## src/pig_pkg.sv

```systemverilog
/*
 * Constants, register map and carrier types of the peripheral idle gating block.
 * Assumes a 250 MHz CPU clock and an AXI4-Lite register bus with 32-bit data.
 */
package pig_pkg;

    // ------------------------------------------------------------------
    // Register map: printed word indexes, byte address is index * 4
    // ------------------------------------------------------------------
    localparam int PIG_ADDR_W = 18;
    localparam logic [15:0] PIG_IDX_CTRL = 16'h9400;
    localparam logic [15:0] PIG_IDX_STATE = 16'h9401;
    localparam logic [15:0] PIG_IDX_MASTER = 16'h9402;
    localparam logic [15:0] PIG_IDX_GLB_CTRL = 16'h9404;
    localparam logic [15:0] PIG_IDX_GLB_STATE = 16'h9405;
    localparam logic [1:0] PIG_WORD_LSB = 2'h0;

    // ------------------------------------------------------------------
    // Field layout and reset values
    // ------------------------------------------------------------------
    localparam int PIG_UNITS = 14;
    localparam int PIG_MASTERS = 2;
    localparam int PIG_REG_W = 16;
    localparam logic [15:0] PIG_CTRL_MASK = 16'h3fff;
    localparam logic [15:0] PIG_MASTER_MASK = 16'h0003;
    localparam logic [15:0] PIG_GLB_MASK = 16'h0001;
    localparam logic [15:0] PIG_REG_RESET = 16'h0000;
    localparam int PIG_GLB_PERI_BIT = 0;

    // ------------------------------------------------------------------
    // Bus answers
    // ------------------------------------------------------------------
    localparam logic [1:0] PIG_RESP_OKAY = 2'h0;
    localparam logic [1:0] PIG_RESP_SLVERR = 2'h2;
    localparam logic [31:0] PIG_DATA_ZERO = 32'h0000_0000;

    // One write request: address, data and byte strobes
    typedef struct packed {
        logic [PIG_ADDR_W-1:0] addr;
        logic [31:0] data;
        logic [3:0] strb;
    } pig_wr_req_type;

    // Gating state of one unit
    typedef enum logic [2:0] {
        PIG_RUN = 3'b001,
        PIG_STOPPING = 3'b010,
        PIG_STOPPED = 3'b100
    } pig_gate_state_type;

endpackage

```

## src/pig_axi_wr.sv

```systemverilog
/*
 * Write-side collector: takes write address and write data in either order
 * and offers them as one request. Assumes the consumer pulses req_take.
 */
`timescale 1ns/1ps
`default_nettype none
module pig_axi_wr (
    input wire logic aclk, // Clock
    input wire logic aresetn, // Synchronous reset, active low
    input wire logic awvalid, // Write address valid
    output logic awready, // Write address ready
    input wire logic [pig_pkg::PIG_ADDR_W-1:0] awaddr, // Write address
    input wire logic wvalid, // Write data valid
    output logic wready, // Write data ready
    input wire logic [31:0] wdata, // Write data
    input wire logic [3:0] wstrb, // Write strobes
    output logic req_valid, // Both halves held
    output pig_pkg::pig_wr_req_type req, // Collected request
    input wire logic req_take // Request consumed
);
    logic aw_held_reg;
    logic w_held_reg;
    pig_pkg::pig_wr_req_type req_reg;

    assign awready = !aw_held_reg;
    assign wready = !w_held_reg;
    assign req_valid = aw_held_reg && w_held_reg;
    assign req = req_reg;

    always_ff @(posedge aclk) begin
        if (!aresetn) begin
            aw_held_reg <= 1'b0;
            w_held_reg <= 1'b0;
            req_reg <= '0;
        end else begin
            if (awvalid && !aw_held_reg) begin
                aw_held_reg <= 1'b1;
                req_reg.addr <= awaddr;
            end else if (req_take) begin
                aw_held_reg <= 1'b0;
            end
            if (wvalid && !w_held_reg) begin
                w_held_reg <= 1'b1;
                req_reg.data <= wdata;
                req_reg.strb <= wstrb;
            end else if (req_take) begin
                w_held_reg <= 1'b0;
            end
        end
    end
endmodule
`default_nettype wire

```

## src/pig_unit_gate.sv

```systemverilog
/*
 * Gating sequencer of one on-chip unit: asks the unit to stop, waits for its
 * acknowledge, and releases it on wake. Assumes unit_stopped is on aclk.
 */
`timescale 1ns/1ps
`default_nettype none
module pig_unit_gate (
    input wire logic aclk, // Clock
    input wire logic aresetn, // Synchronous reset, active low
    input wire logic idle_exec, // Idle instruction executes, pulse
    input wire logic enter, // Peripheral idle requested
    input wire logic gate_bit, // Per-unit gating control bit
    input wire logic unit_stopped, // Unit reports it has stopped
    output logic stop_req, // Stop request to the unit
    output logic status // Unit is disabled
);
    pig_pkg::pig_gate_state_type state_reg;
    pig_pkg::pig_gate_state_type state_next;
    logic gate_now;
    logic status_reg;

    // Idle with the flag set stops the unit only when its bit is 1
    assign gate_now = enter && gate_bit;
    assign stop_req = (state_reg != pig_pkg::PIG_RUN);
    assign status = status_reg;

    always_comb begin
        state_next = state_reg;
        unique case (state_reg)
            pig_pkg::PIG_RUN: begin
                if (idle_exec && gate_now) state_next = pig_pkg::PIG_STOPPING;
            end
            pig_pkg::PIG_STOPPING: begin
                if (idle_exec && !gate_now) state_next = pig_pkg::PIG_RUN;
                else if (unit_stopped) state_next = pig_pkg::PIG_STOPPED;
            end
            pig_pkg::PIG_STOPPED: begin
                if (idle_exec && !gate_now) state_next = pig_pkg::PIG_RUN;
            end
            default: state_next = pig_pkg::PIG_RUN;
        endcase
    end

    always_ff @(posedge aclk) begin
        if (!aresetn) begin
            state_reg <= pig_pkg::PIG_RUN;
            status_reg <= 1'b0;
        end else begin
            state_reg <= state_next;
            status_reg <= (state_next == pig_pkg::PIG_STOPPED) && unit_stopped;
        end
    end
endmodule
`default_nettype wire

```

## src/pig_top.sv

```systemverilog
/*
 * Peripheral idle gating: per-unit idle control, idle status reporting,
 * bus-master idle control and the AXI4-Lite register slave.
 * Assumes idle_exec, unit_stopped and master_idle come from logic on aclk.
 */
// Decided for this implementation: the AXI4-Lite register port.
`timescale 1ns/1ps
`default_nettype none

// Functional notes
// Bit 6 set, flag set, idle executes: unit six is stopped.
// Bit 5 set, flag set, idle executes: general pin port is stopped.
// Bit 4 set, flag set, idle executes: third serial port is stopped.
// Bit 3 set, flag set, idle executes: second serial port is stopped.
// Bit 2 set, flag set, idle executes: first serial port is stopped.
// Bit 1 set, flag set, idle executes: second timer is stopped.
// Bit 0 set, flag set, idle executes: first timer is stopped.
// Control bits are read/write, reset 0; a cleared bit keeps its unit running.
// Read-only idle state register at index 0x9401; bits 15-14 read zero.
// State bit 13 shows the miscellaneous group disabled.
// State bit 12 shows the external memory interface disabled.
// State bit 11 shows the OS tick timer disabled.
// State bit 10 shows the watchdog disabled.
// State bit 9 shows the parallel pin logic disabled.
// State bit 8 shows the UART disabled.
// State bits 7 to 0 show the remaining units disabled, in order.
// Bus-master idle control register at index 0x9402.
// Idle with flag set wakes any idled unit whose bit is 0.
// Idle with request cleared wakes every unit, ignoring gating bits.
// A state bit sets only after its unit stops and clears on resume.
// Writes to reserved or read-only bits have no effect.
module pig_top (
    input wire logic aclk, // Clock, 250 MHz
    input wire logic aresetn, // Synchronous reset, active low
    input wire logic s_axi_awvalid, // Write address valid
    output logic s_axi_awready, // Write address ready
    input wire logic [pig_pkg::PIG_ADDR_W-1:0] s_axi_awaddr, // Write address
    input wire logic [2:0] s_axi_awprot, // Write protection, unused
    input wire logic s_axi_wvalid, // Write data valid
    output logic s_axi_wready, // Write data ready
    input wire logic [31:0] s_axi_wdata, // Write data
    input wire logic [3:0] s_axi_wstrb, // Write strobes
    output logic s_axi_bvalid, // Write response valid
    input wire logic s_axi_bready, // Write response ready
    output logic [1:0] s_axi_bresp, // Write response
    input wire logic s_axi_arvalid, // Read address valid
    output logic s_axi_arready, // Read address ready
    input wire logic [pig_pkg::PIG_ADDR_W-1:0] s_axi_araddr, // Read address
    input wire logic [2:0] s_axi_arprot, // Read protection, unused
    output logic s_axi_rvalid, // Read data valid
    input wire logic s_axi_rready, // Read data ready
    output logic [31:0] s_axi_rdata, // Read data
    output logic [1:0] s_axi_rresp, // Read response
    input wire logic idle_exec, // Idle instruction executes, pulse
    input wire logic [pig_pkg::PIG_UNITS-1:0] unit_stopped, // Units report stopped
    output logic [pig_pkg::PIG_UNITS-1:0] unit_stop_req, // Stop requests to units
    input wire logic master_idle, // Bus-master idle state is active
    output logic [pig_pkg::PIG_MASTERS-1:0] bus_master_gate, // Bus-master disables
    output logic peripheral_sleep_flag // Global peripheral idle flag
);
    // ------------------------------------------------------------------
    // Declarations
    // ------------------------------------------------------------------
    logic [pig_pkg::PIG_REG_W-1:0] periph_idle_ctrl_reg;
    logic [pig_pkg::PIG_REG_W-1:0] periph_idle_ctrl_next;
    logic [pig_pkg::PIG_REG_W-1:0] bus_master_idle_ctrl_reg;
    logic [pig_pkg::PIG_REG_W-1:0] bus_master_idle_ctrl_next;
    logic [pig_pkg::PIG_REG_W-1:0] global_idle_ctrl_reg;
    logic [pig_pkg::PIG_REG_W-1:0] global_idle_ctrl_next;
    logic sleep_flag_reg;
    logic [pig_pkg::PIG_UNITS-1:0] unit_status;
    logic [pig_pkg::PIG_REG_W-1:0] periph_idle_state;
    logic [pig_pkg::PIG_REG_W-1:0] global_idle_state;
    logic peri_req;

    logic wr_valid;
    pig_pkg::pig_wr_req_type wr_req;
    logic wr_take;
    logic [15:0] wr_index;
    logic wr_aligned;
    logic wr_hit_ctrl;
    logic wr_hit_state;
    logic wr_hit_master;
    logic wr_hit_glb_ctrl;
    logic wr_hit_glb_state;
    logic wr_mapped;
    logic [pig_pkg::PIG_REG_W-1:0] wr_lanes;
    logic [pig_pkg::PIG_REG_W-1:0] wr_data16;
    logic bvalid_reg;
    logic [1:0] bresp_reg;

    logic rd_take;
    logic [15:0] rd_index;
    logic rd_aligned;
    logic rd_hit_ctrl;
    logic rd_hit_state;
    logic rd_hit_master;
    logic rd_hit_glb_ctrl;
    logic rd_hit_glb_state;
    logic rd_mapped;
    logic [pig_pkg::PIG_REG_W-1:0] rd_word;
    logic rvalid_reg;
    logic [31:0] rdata_reg;
    logic [1:0] rresp_reg;

    // ------------------------------------------------------------------
    // Write channel collection
    // ------------------------------------------------------------------
    pig_axi_wr u_wr (
        .aclk(aclk),
        .aresetn(aresetn),
        .awvalid(s_axi_awvalid),
        .awready(s_axi_awready),
        .awaddr(s_axi_awaddr),
        .wvalid(s_axi_wvalid),
        .wready(s_axi_wready),
        .wdata(s_axi_wdata),
        .wstrb(s_axi_wstrb),
        .req_valid(wr_valid),
        .req(wr_req),
        .req_take(wr_take)
    );

    // ------------------------------------------------------------------
    // Write decode
    // ------------------------------------------------------------------
    assign wr_take = wr_valid && !bvalid_reg;
    assign wr_index = wr_req.addr[pig_pkg::PIG_ADDR_W-1:2];
    assign wr_aligned = (wr_req.addr[1:0] == pig_pkg::PIG_WORD_LSB);
    assign wr_hit_ctrl = wr_aligned && (wr_index == pig_pkg::PIG_IDX_CTRL);
    assign wr_hit_state = wr_aligned && (wr_index == pig_pkg::PIG_IDX_STATE);
    assign wr_hit_master = wr_aligned && (wr_index == pig_pkg::PIG_IDX_MASTER);
    assign wr_hit_glb_ctrl = wr_aligned && (wr_index == pig_pkg::PIG_IDX_GLB_CTRL);
    assign wr_hit_glb_state = wr_aligned && (wr_index == pig_pkg::PIG_IDX_GLB_STATE);
    assign wr_mapped = wr_hit_ctrl || wr_hit_state || wr_hit_master || wr_hit_glb_ctrl || wr_hit_glb_state;

    // Byte strobes select which half of the 16-bit register is written
    assign wr_lanes = {{8{wr_req.strb[1]}}, {8{wr_req.strb[0]}}};
    assign wr_data16 = wr_req.data[pig_pkg::PIG_REG_W-1:0];

    // Only writable bits take data; reserved bits stay zero
    assign periph_idle_ctrl_next = (wr_take && wr_hit_ctrl)
        ? ((periph_idle_ctrl_reg & ~wr_lanes) | (wr_data16 & wr_lanes)) & pig_pkg::PIG_CTRL_MASK
        : periph_idle_ctrl_reg;
    assign bus_master_idle_ctrl_next = (wr_take && wr_hit_master)
        ? ((bus_master_idle_ctrl_reg & ~wr_lanes) | (wr_data16 & wr_lanes)) & pig_pkg::PIG_MASTER_MASK
        : bus_master_idle_ctrl_reg;
    assign global_idle_ctrl_next = (wr_take && wr_hit_glb_ctrl)
        ? ((global_idle_ctrl_reg & ~wr_lanes) | (wr_data16 & wr_lanes)) & pig_pkg::PIG_GLB_MASK
        : global_idle_ctrl_reg;

    // ------------------------------------------------------------------
    // Control registers and write response
    // ------------------------------------------------------------------
    always_ff @(posedge aclk) begin
        if (!aresetn) begin
            periph_idle_ctrl_reg <= pig_pkg::PIG_REG_RESET;
            bus_master_idle_ctrl_reg <= pig_pkg::PIG_REG_RESET;
            global_idle_ctrl_reg <= pig_pkg::PIG_REG_RESET;
        end else begin
            periph_idle_ctrl_reg <= periph_idle_ctrl_next;
            bus_master_idle_ctrl_reg <= bus_master_idle_ctrl_next;
            global_idle_ctrl_reg <= global_idle_ctrl_next;
        end
    end

    // Writes to the state registers are accepted and dropped
    always_ff @(posedge aclk) begin
        if (!aresetn) begin
            bvalid_reg <= 1'b0;
            bresp_reg <= pig_pkg::PIG_RESP_OKAY;
        end else if (wr_take) begin
            bvalid_reg <= 1'b1;
            bresp_reg <= wr_mapped ? pig_pkg::PIG_RESP_OKAY : pig_pkg::PIG_RESP_SLVERR;
        end else if (s_axi_bready) begin
            bvalid_reg <= 1'b0;
        end
    end

    assign s_axi_bvalid = bvalid_reg;
    assign s_axi_bresp = bresp_reg;

    // ------------------------------------------------------------------
    // Global peripheral idle flag
    // ------------------------------------------------------------------
    assign peri_req = global_idle_ctrl_reg[pig_pkg::PIG_GLB_PERI_BIT];

    // Idle with the request cleared leaves the peripheral idle state
    always_ff @(posedge aclk) begin
        if (!aresetn) begin
            sleep_flag_reg <= 1'b0;
        end else if (idle_exec) begin
            sleep_flag_reg <= peri_req;
        end
    end

    assign peripheral_sleep_flag = sleep_flag_reg;

    // ------------------------------------------------------------------
    // Per-unit gating
    // ------------------------------------------------------------------
    // Bit n of the control register gates unit n; bits 6..0 cover unit six,
    // the pin port, the three serial ports and the two timers.
    generate
        for (genvar u = 0; u < pig_pkg::PIG_UNITS; u++) begin : g_unit
            pig_unit_gate u_gate (
                .aclk(aclk),
                .aresetn(aresetn),
                .idle_exec(idle_exec),
                .enter(peri_req),
                .gate_bit(periph_idle_ctrl_reg[u]),
                .unit_stopped(unit_stopped[u]),
                .stop_req(unit_stop_req[u]),
                .status(unit_status[u])
            );
        end
    endgenerate

    // ------------------------------------------------------------------
    // Bus-master gating
    // ------------------------------------------------------------------
    // A master is disabled while its bit is set and master idle is active
    assign bus_master_gate = bus_master_idle_ctrl_reg[pig_pkg::PIG_MASTERS-1:0]
        & {pig_pkg::PIG_MASTERS{master_idle}};

    // ------------------------------------------------------------------
    // State views
    // ------------------------------------------------------------------
    // Bits 13..0 follow the unit order of the control register
    assign periph_idle_state = {{(pig_pkg::PIG_REG_W - pig_pkg::PIG_UNITS){1'b0}}, unit_status};
    assign global_idle_state = {{(pig_pkg::PIG_REG_W - 1){1'b0}}, sleep_flag_reg};

    // ------------------------------------------------------------------
    // Read decode
    // ------------------------------------------------------------------
    assign s_axi_arready = !rvalid_reg;
    assign rd_take = s_axi_arvalid && !rvalid_reg;
    assign rd_index = s_axi_araddr[pig_pkg::PIG_ADDR_W-1:2];
    assign rd_aligned = (s_axi_araddr[1:0] == pig_pkg::PIG_WORD_LSB);
    assign rd_hit_ctrl = rd_aligned && (rd_index == pig_pkg::PIG_IDX_CTRL);
    assign rd_hit_state = rd_aligned && (rd_index == pig_pkg::PIG_IDX_STATE);
    assign rd_hit_master = rd_aligned && (rd_index == pig_pkg::PIG_IDX_MASTER);
    assign rd_hit_glb_ctrl = rd_aligned && (rd_index == pig_pkg::PIG_IDX_GLB_CTRL);
    assign rd_hit_glb_state = rd_aligned && (rd_index == pig_pkg::PIG_IDX_GLB_STATE);
    assign rd_mapped = rd_hit_ctrl || rd_hit_state || rd_hit_master || rd_hit_glb_ctrl || rd_hit_glb_state;

    assign rd_word = ({pig_pkg::PIG_REG_W{rd_hit_ctrl}} & periph_idle_ctrl_reg)
        | ({pig_pkg::PIG_REG_W{rd_hit_state}} & periph_idle_state)
        | ({pig_pkg::PIG_REG_W{rd_hit_master}} & bus_master_idle_ctrl_reg)
        | ({pig_pkg::PIG_REG_W{rd_hit_glb_ctrl}} & global_idle_ctrl_reg)
        | ({pig_pkg::PIG_REG_W{rd_hit_glb_state}} & global_idle_state);

    // ------------------------------------------------------------------
    // Read response
    // ------------------------------------------------------------------
    always_ff @(posedge aclk) begin
        if (!aresetn) begin
            rvalid_reg <= 1'b0;
            rdata_reg <= pig_pkg::PIG_DATA_ZERO;
            rresp_reg <= pig_pkg::PIG_RESP_OKAY;
        end else if (rd_take) begin
            rvalid_reg <= 1'b1;
            rdata_reg <= {{(32 - pig_pkg::PIG_REG_W){1'b0}}, rd_word};
            rresp_reg <= rd_mapped ? pig_pkg::PIG_RESP_OKAY : pig_pkg::PIG_RESP_SLVERR;
        end else if (s_axi_rready) begin
            rvalid_reg <= 1'b0;
        end
    end

    assign s_axi_rvalid = rvalid_reg;
    assign s_axi_rdata = rdata_reg;
    assign s_axi_rresp = rresp_reg;

endmodule
`default_nettype wire

```

## config.mk

```make
export PLATFORM = sky130hd
export DESIGN_NAME = pig_top
export DESIGN_NICKNAME = d
export VERILOG_FILES = /design/src/pig_pkg.sv /design/src/pig_axi_wr.sv /design/src/pig_unit_gate.sv /design/src/pig_top.sv
export SDC_FILE = /design/constraint.sdc
export NUM_CORES = 1
export LEC_CHECK = 0
export ABC_AREA = 1
export BUFFER_PORTS_ARGS = -buffer_cell sky130_fd_sc_hd__buf_2
export CORE_MARGIN = 1
export CORE_UTILIZATION = 46
export DETAILED_ROUTE_END_ITERATION = 8
export PLACE_DENSITY = 0.71
export SETUP_SLACK_MARGIN = 0.1
export SLEW_MARGIN = 10
export SYNTH_ARGS = -nofsm -noshare
export SYNTH_HDL_FRONTEND = slang
export SYNTH_SLANG_ARGS = --single-unit
```

## constraint.sdc

```tcl
create_clock -name aclk -period 1.7 [get_ports aclk]
set_clock_uncertainty 0.1 [all_clocks]
set_input_delay 0.255 -clock aclk [delete_from_list [all_inputs] [get_ports aclk]]
set_output_delay 0.255 -clock aclk [all_outputs]
set_load 0.02 [all_outputs]
```

# == Word level (Yosys, flattened, before mapping) ==
# Index checks and enable logic that the tools add are counted.
# classes
n_eq_ne,80
mux,79
bitwise_logic,18
reduce_logical,106
# op_table
op,count
3-bit 2-to-1 mux,56
"16-bit equality test, second input constant",10
3-bit case mux with 3 select lines,14
"3-bit equality test, second input constant",28
1-bit logical AND,74
16-bit bitwise OR,4
"3-bit by 1-bit equality test with 1-bit output, second input constant",14
"3-bit by 2-bit equality test with 1-bit output, second input constant",14
"3-bit by 1-bit inequality test with 1-bit output, second input constant",14
16-bit by 1-bit bitwise AND with 16-bit output,2
16-bit by 14-bit bitwise AND with 16-bit output,2
14-bit bitwise AND,2
1-bit logical NOT,18
16-bit by 2-bit bitwise AND with 16-bit output,1
14-bit NOT,1
14-bit bitwise OR,1
1-bit logical OR,8
2-bit nonzero test,4
1-bit 2-to-1 mux,7
2-bit bitwise AND,2
2-bit logical NOT,2
2-bit 2-to-1 mux,2
2-bit bitwise OR,1
1-bit bitwise AND,1
1-bit bitwise OR,1
# word_totals
register_bits,132
elab_cells,325

# == Depth between registers and ports, before layout ==
# Gate-level depths: netlist of the first run.
# logic_depth
word_depth,7
depth_mapped,11
mapped_depth_nobuf,10

# == By module ==
# From an unflattened synthesis of the first run, not the netlist that was laid out.
# unflattened
hier_cells,1160
area_unflattened_um2,7736.2
# modules_own_cells
module,n_inst,cells_each,area_per_inst_um2
pig_unit_gate,14,32,215.2
pig_axi_wr,1,364,2571.2
pig_top,1,348,2152.1

# == Least setup slack after synthesis of the first run ==
# Ideal clock, no wire load.
# synth_path
path_kind,register to register
start,register rvalid_reg (netlist: s_axi_rvalid)
end,register rdata_reg[10] (netlist: s_axi_rdata[10])
setup_ns,0.056
t_arrival_ns,1.244
setup_slack_ns,0.300
stages_incl_launch_ff,9
n_path_buf,1
period_less_slack_ns,1.400
cell_sequence,dfxtp_1 > inv_1 > nand2_1 > inv_1 > clkbuf_1 > nor2_1 > nor2_1 > nand2_1 > inv_1
# synth_between
elab_chain_len,2
# synth_rtl
item,line_no,rtl
from (decl),pig_top.sv:102,logic rvalid_reg;
from (signal assigned),pig_top.sv:258,rvalid_reg <= 1'b0;
from (signal assigned),pig_top.sv:262,rvalid_reg <= 1'b1;
from (signal assigned),pig_top.sv:266,rvalid_reg <= 1'b0;
1-bit logical NOT,--,
via s_axi_arready,pig_top.sv:47,"output logic s_axi_arready,"
1-bit logical AND,pig_top.sv:237,assign rd_take = s_axi_arvalid && !rvalid_reg;
to (signal assigned),pig_top.sv:259,rdata_reg <= pig_pkg::PIG_DATA_ZERO;
to (signal assigned),pig_top.sv:263,"rdata_reg <= {{(32 - pig_pkg::PIG_REG_W){1'b0}}, rd_word};"
to (decl),pig_top.sv:103,logic [31:0] rdata_reg;
# The timed path passes the listed nets, and every way through them passes these cells.
# A chain may end at the register's enable or synchronous reset.

# == Worst setup path after layout of the first run ==
# layout_path
start,register g_unit[1].u_gate.state_reg[0]
end,output unit_stop_req[1] (netlist name)
# layout_between
elab_chain_len,1
# layout_rtl
item,line_no,rtl
from (decl),pig_unit_gate.sv:17,pig_pkg::pig_gate_state_type state_reg;
from (signal assigned),pig_unit_gate.sv:46,state_reg <= pig_pkg::PIG_RUN;
from (signal assigned),pig_unit_gate.sv:49,state_reg <= state_next;
3-bit by 1-bit inequality test with 1-bit output,pig_unit_gate.sv:24,assign stop_req = (state_reg != pig_pkg::PIG_RUN);
to (decl),pig_top.sv:56,"output logic [pig_pkg::PIG_UNITS-1:0] unit_stop_req,"
# Every way passes these cells.

==> flow_metrics.py, run 1 <==
metrics = {
    "outcome": {
        "status": "completed",
    },
    "finish": {
        "postLayoutCellArea_sq_um": 7960,
        "layout.cells.non_filler": 1187,
        "multi_input_area_sq_um": 2840,
        "nFillCells": 1180,
        "layout.area.seq_sq_um": 2570,
        "final_nets": 1103,
        "area_delta_synth_final_pct": 31.0,
        "drive_above_1_share_pct": 25.0,
        "n_antenna_cell": 0,
    },
    "setup_path": {
        "required_ps": 1340,
        "cp-end-kind": "output port",
        "critPathLaunchType": "flop",
        "ff2ff_setup_slack_ps": 180,
        "critPathKind": "flop to output port",
        "arrival_ps": 1200,
        "r2r_start": "u_wr.req[42]",
        "critPathCapture": "unit_stop_req[1]",
        "crit_fanout": 3,
        "reg2regPathDepth": 7,
        "startpoint": "g_unit[1].u_gate.state_reg[0]",
    },
    "global_route": {
        "busiest_layer": "met2",
        "grt_pass1_wl_mm": 23.7,
        "grt_pass1_vias": 5202,
        "grt_use_met3_pct": 5.36,
        "grt_overflow_total": 0,
        "grt_antenna_before_repair": 0,
        "grt_start_max_net_pins": 65,
        "track_usage_pct": 22.6,
        "use_met1_pct": 27.4,
        "gr-usage-met2_pct": 39.4,
    },
    "logic_synthesis": {
        "synth_seq_area_share_pct": 42.2,
        "synth_area_per_cell_sq_um": 7.17,
        "yosys-top-cells-count": "161 x nor2_1, 128 x dfxtp_1, 106 x inv_1",
        "yosysWarnings": 0,
        "postSynth.asyncResetShare_pct": 0,
        "ys_ff_latch": 128,
        "synth_edf_count": 0,
        "synthCells": 847,
        "yosys.cell_count.top_type": "nor2_1",
        "synth_ff_type": "dfxtp_1",
        "yosys-top-cells-area": "dfxtp_1 42%, nor2_1 10%, inv_1 6.6%",
        "synth_area_leader_cell": "dfxtp_1",
        "synth.distinct_cells": 38,
        "yosysTopAreaCellShare_pct": 42.2,
        "syn-cell-area_sq_um": 6070,
    },
    "timing": {
        "maxSlewViolCount": 0,
        "finalCritPeriodShare_pct": 91.5,
        "final_hold_viol_count": 0,
        "grt_setup_unrepaired": "yes",
        "max_freq_mhz": 643,
        "setup_slack_ps": 145,
        "fin_crit_ps": 1560,
        "setup_viol": 0,
        "tns_ps": 0,
    },
    "power_and_ir_drop": {
        "ir_worst_vdd_mv": 0.640,
        "power.total_mw": 7.93,
        "leakage_nw": 3.91,
        "cellPowerDensity_nw_per_um2": 996,
    },
    "route": {
        "via_per_inst": 4.81,
        "drtIter0Drc": 384,
        "vias": 5706,
        "drc": 0,
        "routedWlPerCell_um": 12.4,
        "wl_mm": 14.7,
        "ant_nets": 0,
        "dr.pass1.iters": 6,
    },
    "die": {
        "rows": 41,
        "fp.dieArea_sq_um": 13700,
        "dieWidth_um": 117,
        "die_h_um": 117,
        "io_pins": 159,
        "coreArea_sq_um": 12700,
        "start_util_pct": 47.7,
    },
    "clock_tree": {
        "tritoncts": "yes",
        "insertion_delay_ps": 420,
        "htree_levels": 4,
        "clockBufferDepth": 2,
        "clk_pin_slew_ps": 50,
        "cts-buffers-inserted": 17,
        "clockRootBuffer": "clkbuf_16",
        "cts_sinks": 128,
    },
    "placed_design": {
        "dp_hpwl_mm": 9.86,
        "gp_congestion": 0.809,
        "dp.cells": 1106,
        "placed_area_sq_um": 6710,
        "portBuffers": 112,
        "pre_cts_ws_ps": 118,
    },
    "job": {
        "drv_cap": 0,
    },
    "worst_hold_path": {
        "hold_path_class": "primary input to flop",
        "hold_path_startpoint": "s_axi_awvalid",
    },
}
-- logic make-up (layout without fill, tap and decap cells) --
kind of cell	count (synthesis)	after routing	share of synthesized area [%]
compound gates	131	131	11.8
buf+inv	184	333	14.1
flops	128	128	42.2
other cells	1	20	0.0617
simple gates	403	403	31.9
-- metal layers --
metal / part of all wire [%] / vias to the layer above
met2: 49 / 123
met1: 45 / 2586
li1: - / 2982
met3: 4.2 / 15
met4: 1.2 / 0
met5: 0 / -
-- power breakdown --
group	total [mW]	switching [mW]	internal, mW
sequential	3.19	0.0658	3.12
combinational	0.890	0.536	0.354
clock	3.84	1.29	2.55
-- cell usage in the layout, fill, tap and decap left out, types with 9 or more instances in the layout --
cell / instances
a21oi_1: 33
buf_2: 103
buf_4: 28
clkbuf_16: 17
conb_1: 20
dfxtp_1: 121
dlygate4sd3_1: 38
inv_1: 95
inv_2: 28
nand2_1: 101
nand2_4: 11
nand3_1: 33
nand3_2: 16
nand3b_1: 9
nand4_1: 10
nor2_1: 160
nor3_1: 37
o21ai_0: 54
o21ai_1: 15
-- cell type report --
| class | count | share of cell area (%) |
|---|---|---|
| Clock buffer | 21 | 5.91 |
| Inverter | 123 | 5.80 |
| Tap cell | 172 | 2.70 |
| Timing Repair Buffer | 178 | 15.6 |
| Sequential cell | 128 | 32.3 |
| Clock inverter | 11 | 2.01 |
| Multi-Input combinational cell | 554 | 35.6 |
-- worst max-delay path, cell delays in order, from the launching register on --
cell and delay (ps):
dfxtp_2 330, inv_2 50, nor3_4 200, inv_2 80, buf_6 130
-- stage by stage --
stage	utilization (%)	hold WS, ps
6_report	62.6	3.24
4_1_cts	61.0	0.270
3_5_place_dp	52.7	337
3_3_place_gp	52.7	331
2_1_floorplan	-	284
5_1_grt	62.6	7.42
-- worst min path at each step --
stage | end | slack (ps) | depth (start not counted)
finish | u_wr.aw_held_reg | 3 | 3
floorplan | g_unit[13].u_gate.status | 280 | 2
global placement | u_wr.req[44] | 330 | 2
detailed placement | u_wr.req[44] | 340 | 2
global route | u_wr.aw_held_reg | 7 | 3
CTS | u_wr.aw_held_reg | 0.3 | 3
-- repair_timing --
item / in CTS / in global routing
pin swaps: 1 / 9
setup buffers: 1 / 10
endpoints found under the setup margin: 6 / 25
cloned: 0 / 0
resized for setup: 8 / 46
hold endpoints to repair: 40 / 0
hold buffers: 38 / 0
(Power assumes the default switching activity.)
==> run 2, diff against run 1 <==
--- a/config.mk
+++ b/config.mk
@@ -10,9 +10,10 @@
 export CORE_MARGIN = 1
 export CORE_UTILIZATION = 46
 export DETAILED_ROUTE_END_ITERATION = 8
-export PLACE_DENSITY = 0.71
+export PLACE_DENSITY = 0.69
 export SETUP_SLACK_MARGIN = 0.1
 export SLEW_MARGIN = 10
 export SYNTH_ARGS = -nofsm -noshare
 export SYNTH_HDL_FRONTEND = slang
+export SYNTH_HIERARCHICAL = 1
 export SYNTH_SLANG_ARGS = --single-unit
==> run 2 against run 1 <==
Wire length grew 1.9%. Combinational power grew 2%. Cell area grew 4.9%. Die area grew 13%. Maximum frequency increased by 1.4%. Sequential power barely moved. Area after synthesis rose by 13%. Flip-flop and latch count did not move. Critical path type unchanged. Highest routed layer unchanged.
==> flow_metrics.py, run 2 <==
metrics = {
    "setup_path": {
        "crit_path_top_delay_cell": "dfxtp_1",
        "path_depth": 3,
        "path_cells": "buf_4, inv_8, buf_2",
        "reg2regPathDepth": 8,
        "path_delay_family": "buffers and inverters",
        "crit_fanout": 18,
        "critPathLaunchType": "flop",
        "critPathKind": "flop to output port",
        "cp-end-kind": "output port",
        "required_ps": 1340,
        "slowest_delay_ps": 310,
        "critPathBufInv": 3,
        "arrival_ps": 1180,
        "ff2ff_setup_slack_ps": 200,
    },
    "finish": {
        "final_util_pct": 57.4,
        "nFillCells": 1409,
        "area_delta_synth_final_pct": 21.8,
        "n_antenna_cell": 0,
        "layout.area.seq_sq_um": 2560,
        "drive_above_1_share_pct": 25.2,
        "most-common-layout-cells": "203 x nand2_1, 188 x nor2_1, 161 x inv_1",
        "final_nets": 1264,
        "mostFrequentLayoutCell": "nand2_1",
        "multi_input_area_sq_um": 3420,
    },
    "route": {
        "wl_mm": 14.9,
        "routedWlPerCell_um": 11.0,
        "via_per_inst": 4.61,
        "ant_nets": 0,
        "vias": 6270,
        "dr.pass1.iters": 5,
        "drtIter0Drc": 333,
        "drc": 0,
    },
    "die": {
        "rows": 44,
        "fp.dieArea_sq_um": 15400,
        "die_h_um": 124,
        "io_pins": 159,
        "coreArea_sq_um": 14500,
        "start_util_pct": 47.2,
        "dieWidth_um": 124,
    },
    "global_route": {
        "grt_overflow_total": 0,
        "grt_pass1_vias": 5490,
        "grt_start_max_net_pins": 59,
        "track_usage_pct": 20.1,
        "grt_antenna_before_repair": 0,
        "grt_pass1_wl_mm": 24.4,
    },
    "power_and_ir_drop": {
        "leakage_nw": 4.42,
        "cellPowerDensity_nw_per_um2": 958,
        "ir_worst_vdd_mv": 0.717,
    },
    "placed_design": {
        "dp_hpwl_mm": 10.6,
        "gp_congestion": 0.825,
        "portBuffers": 112,
    },
    "logic_synthesis": {
        "syn-cell-area_sq_um": 6860,
        "synthCells": 1038,
        "synth_area_per_cell_sq_um": 6.60,
        "yosysWarnings": 6,
    },
    "timing": {
        "max_freq_mhz": 652,
        "fin_crit_ps": 1530,
        "tns_ps": 0,
        "finalCritPeriodShare_pct": 90.2,
        "grt_setup_unrepaired": "yes",
        "maxSlewViolCount": 0,
        "setup_viol": 0,
        "final_hold_viol_count": 0,
    },
    "clock_tree": {
        "tritoncts": "yes",
        "insertion_delay_ps": 410,
        "htree_levels": 4,
        "clockBufferDepth": 2,
        "cts-buffers-inserted": 17,
        "cts_sinks": 128,
        "clk_pin_slew_ps": 60,
        "clockRootBuffer": "clkbuf_16",
    },
    "outcome": {
        "status": "completed",
    },
    "job": {
        "drv_cap": 0,
    },
    "worst_hold_path": {
        "hold_depth": 3,
        "hold_path_class": "primary input to flop",
    },
}
[run 2: worst reg2reg max path, cell delays in order, from the launching register on]
cell and delay [ps]:
dfxtp_1 340, nand2_1 60, nor3_1 140, nand2_1 140, buf_4 160, inv_1 60
nand4_1 170, nor2_1 160, nor2_1 60
[run 2: path summary, 6_finish.rpt]
check,to,start
setup / recovery,s_axi_wready,u_wr/w_held_reg
hold / removal,g_unit[9].u_gate/status,unit_stopped[9]
setup reg to reg,flop,u_wr/req[53]
hold reg to reg,u_wr/req[47],u_wr/req[47]
[run 2: repair_timing]
action / CTS / global route
setup endpoints to repair: 8 / 18
gates cloned: 0 / 2
hold buffers: 0 / 0
buffers inserted: 1 / 5
pin swaps: 0 / 7
gates resized for setup: 4 / 11
[run 2: area by class of cell]
type                       count  share of cell area [%]
clock buffer                  22                    5.80
clock inverter                10                    1.87
inverter                     178                    8.14
multi-input combinational    703                    41.0
sequential                   128                    30.7
tap                          184                    2.76
timing repair buffer         135                    9.73
[run 2: stage by stage]
stage	hold WS, ps	instances	power, mW	cell area, sq um	worst slack (ps)
after global placement	363	1320	4.11	7560	162
after CTS	0.604	1353	8.04	8230	76.1
after floorplan	242	1057	3.88	6930	170
after detailed placement	370	1320	4.12	7560	122
final	21.3	1360	8.00	8350	167
after global routing	10.0	1360	8.33	8350	73.6
[run 2: per-layer routing]
layer	GRT usage, %	vias to the layer above	routed length [um]
li1	-	3391	-
met1	26.0	2743	7340
met2	33.0	124	6880
met3	3.85	12	584
met4	7.07	0	133
met5	0	-	0
[run 2: power by group]
part           leakage, nW  internal (mW)  switching, mW
combinational         3.06          0.337          0.570
clock                0.316           2.60           1.29
sequential            1.05           3.12         0.0762
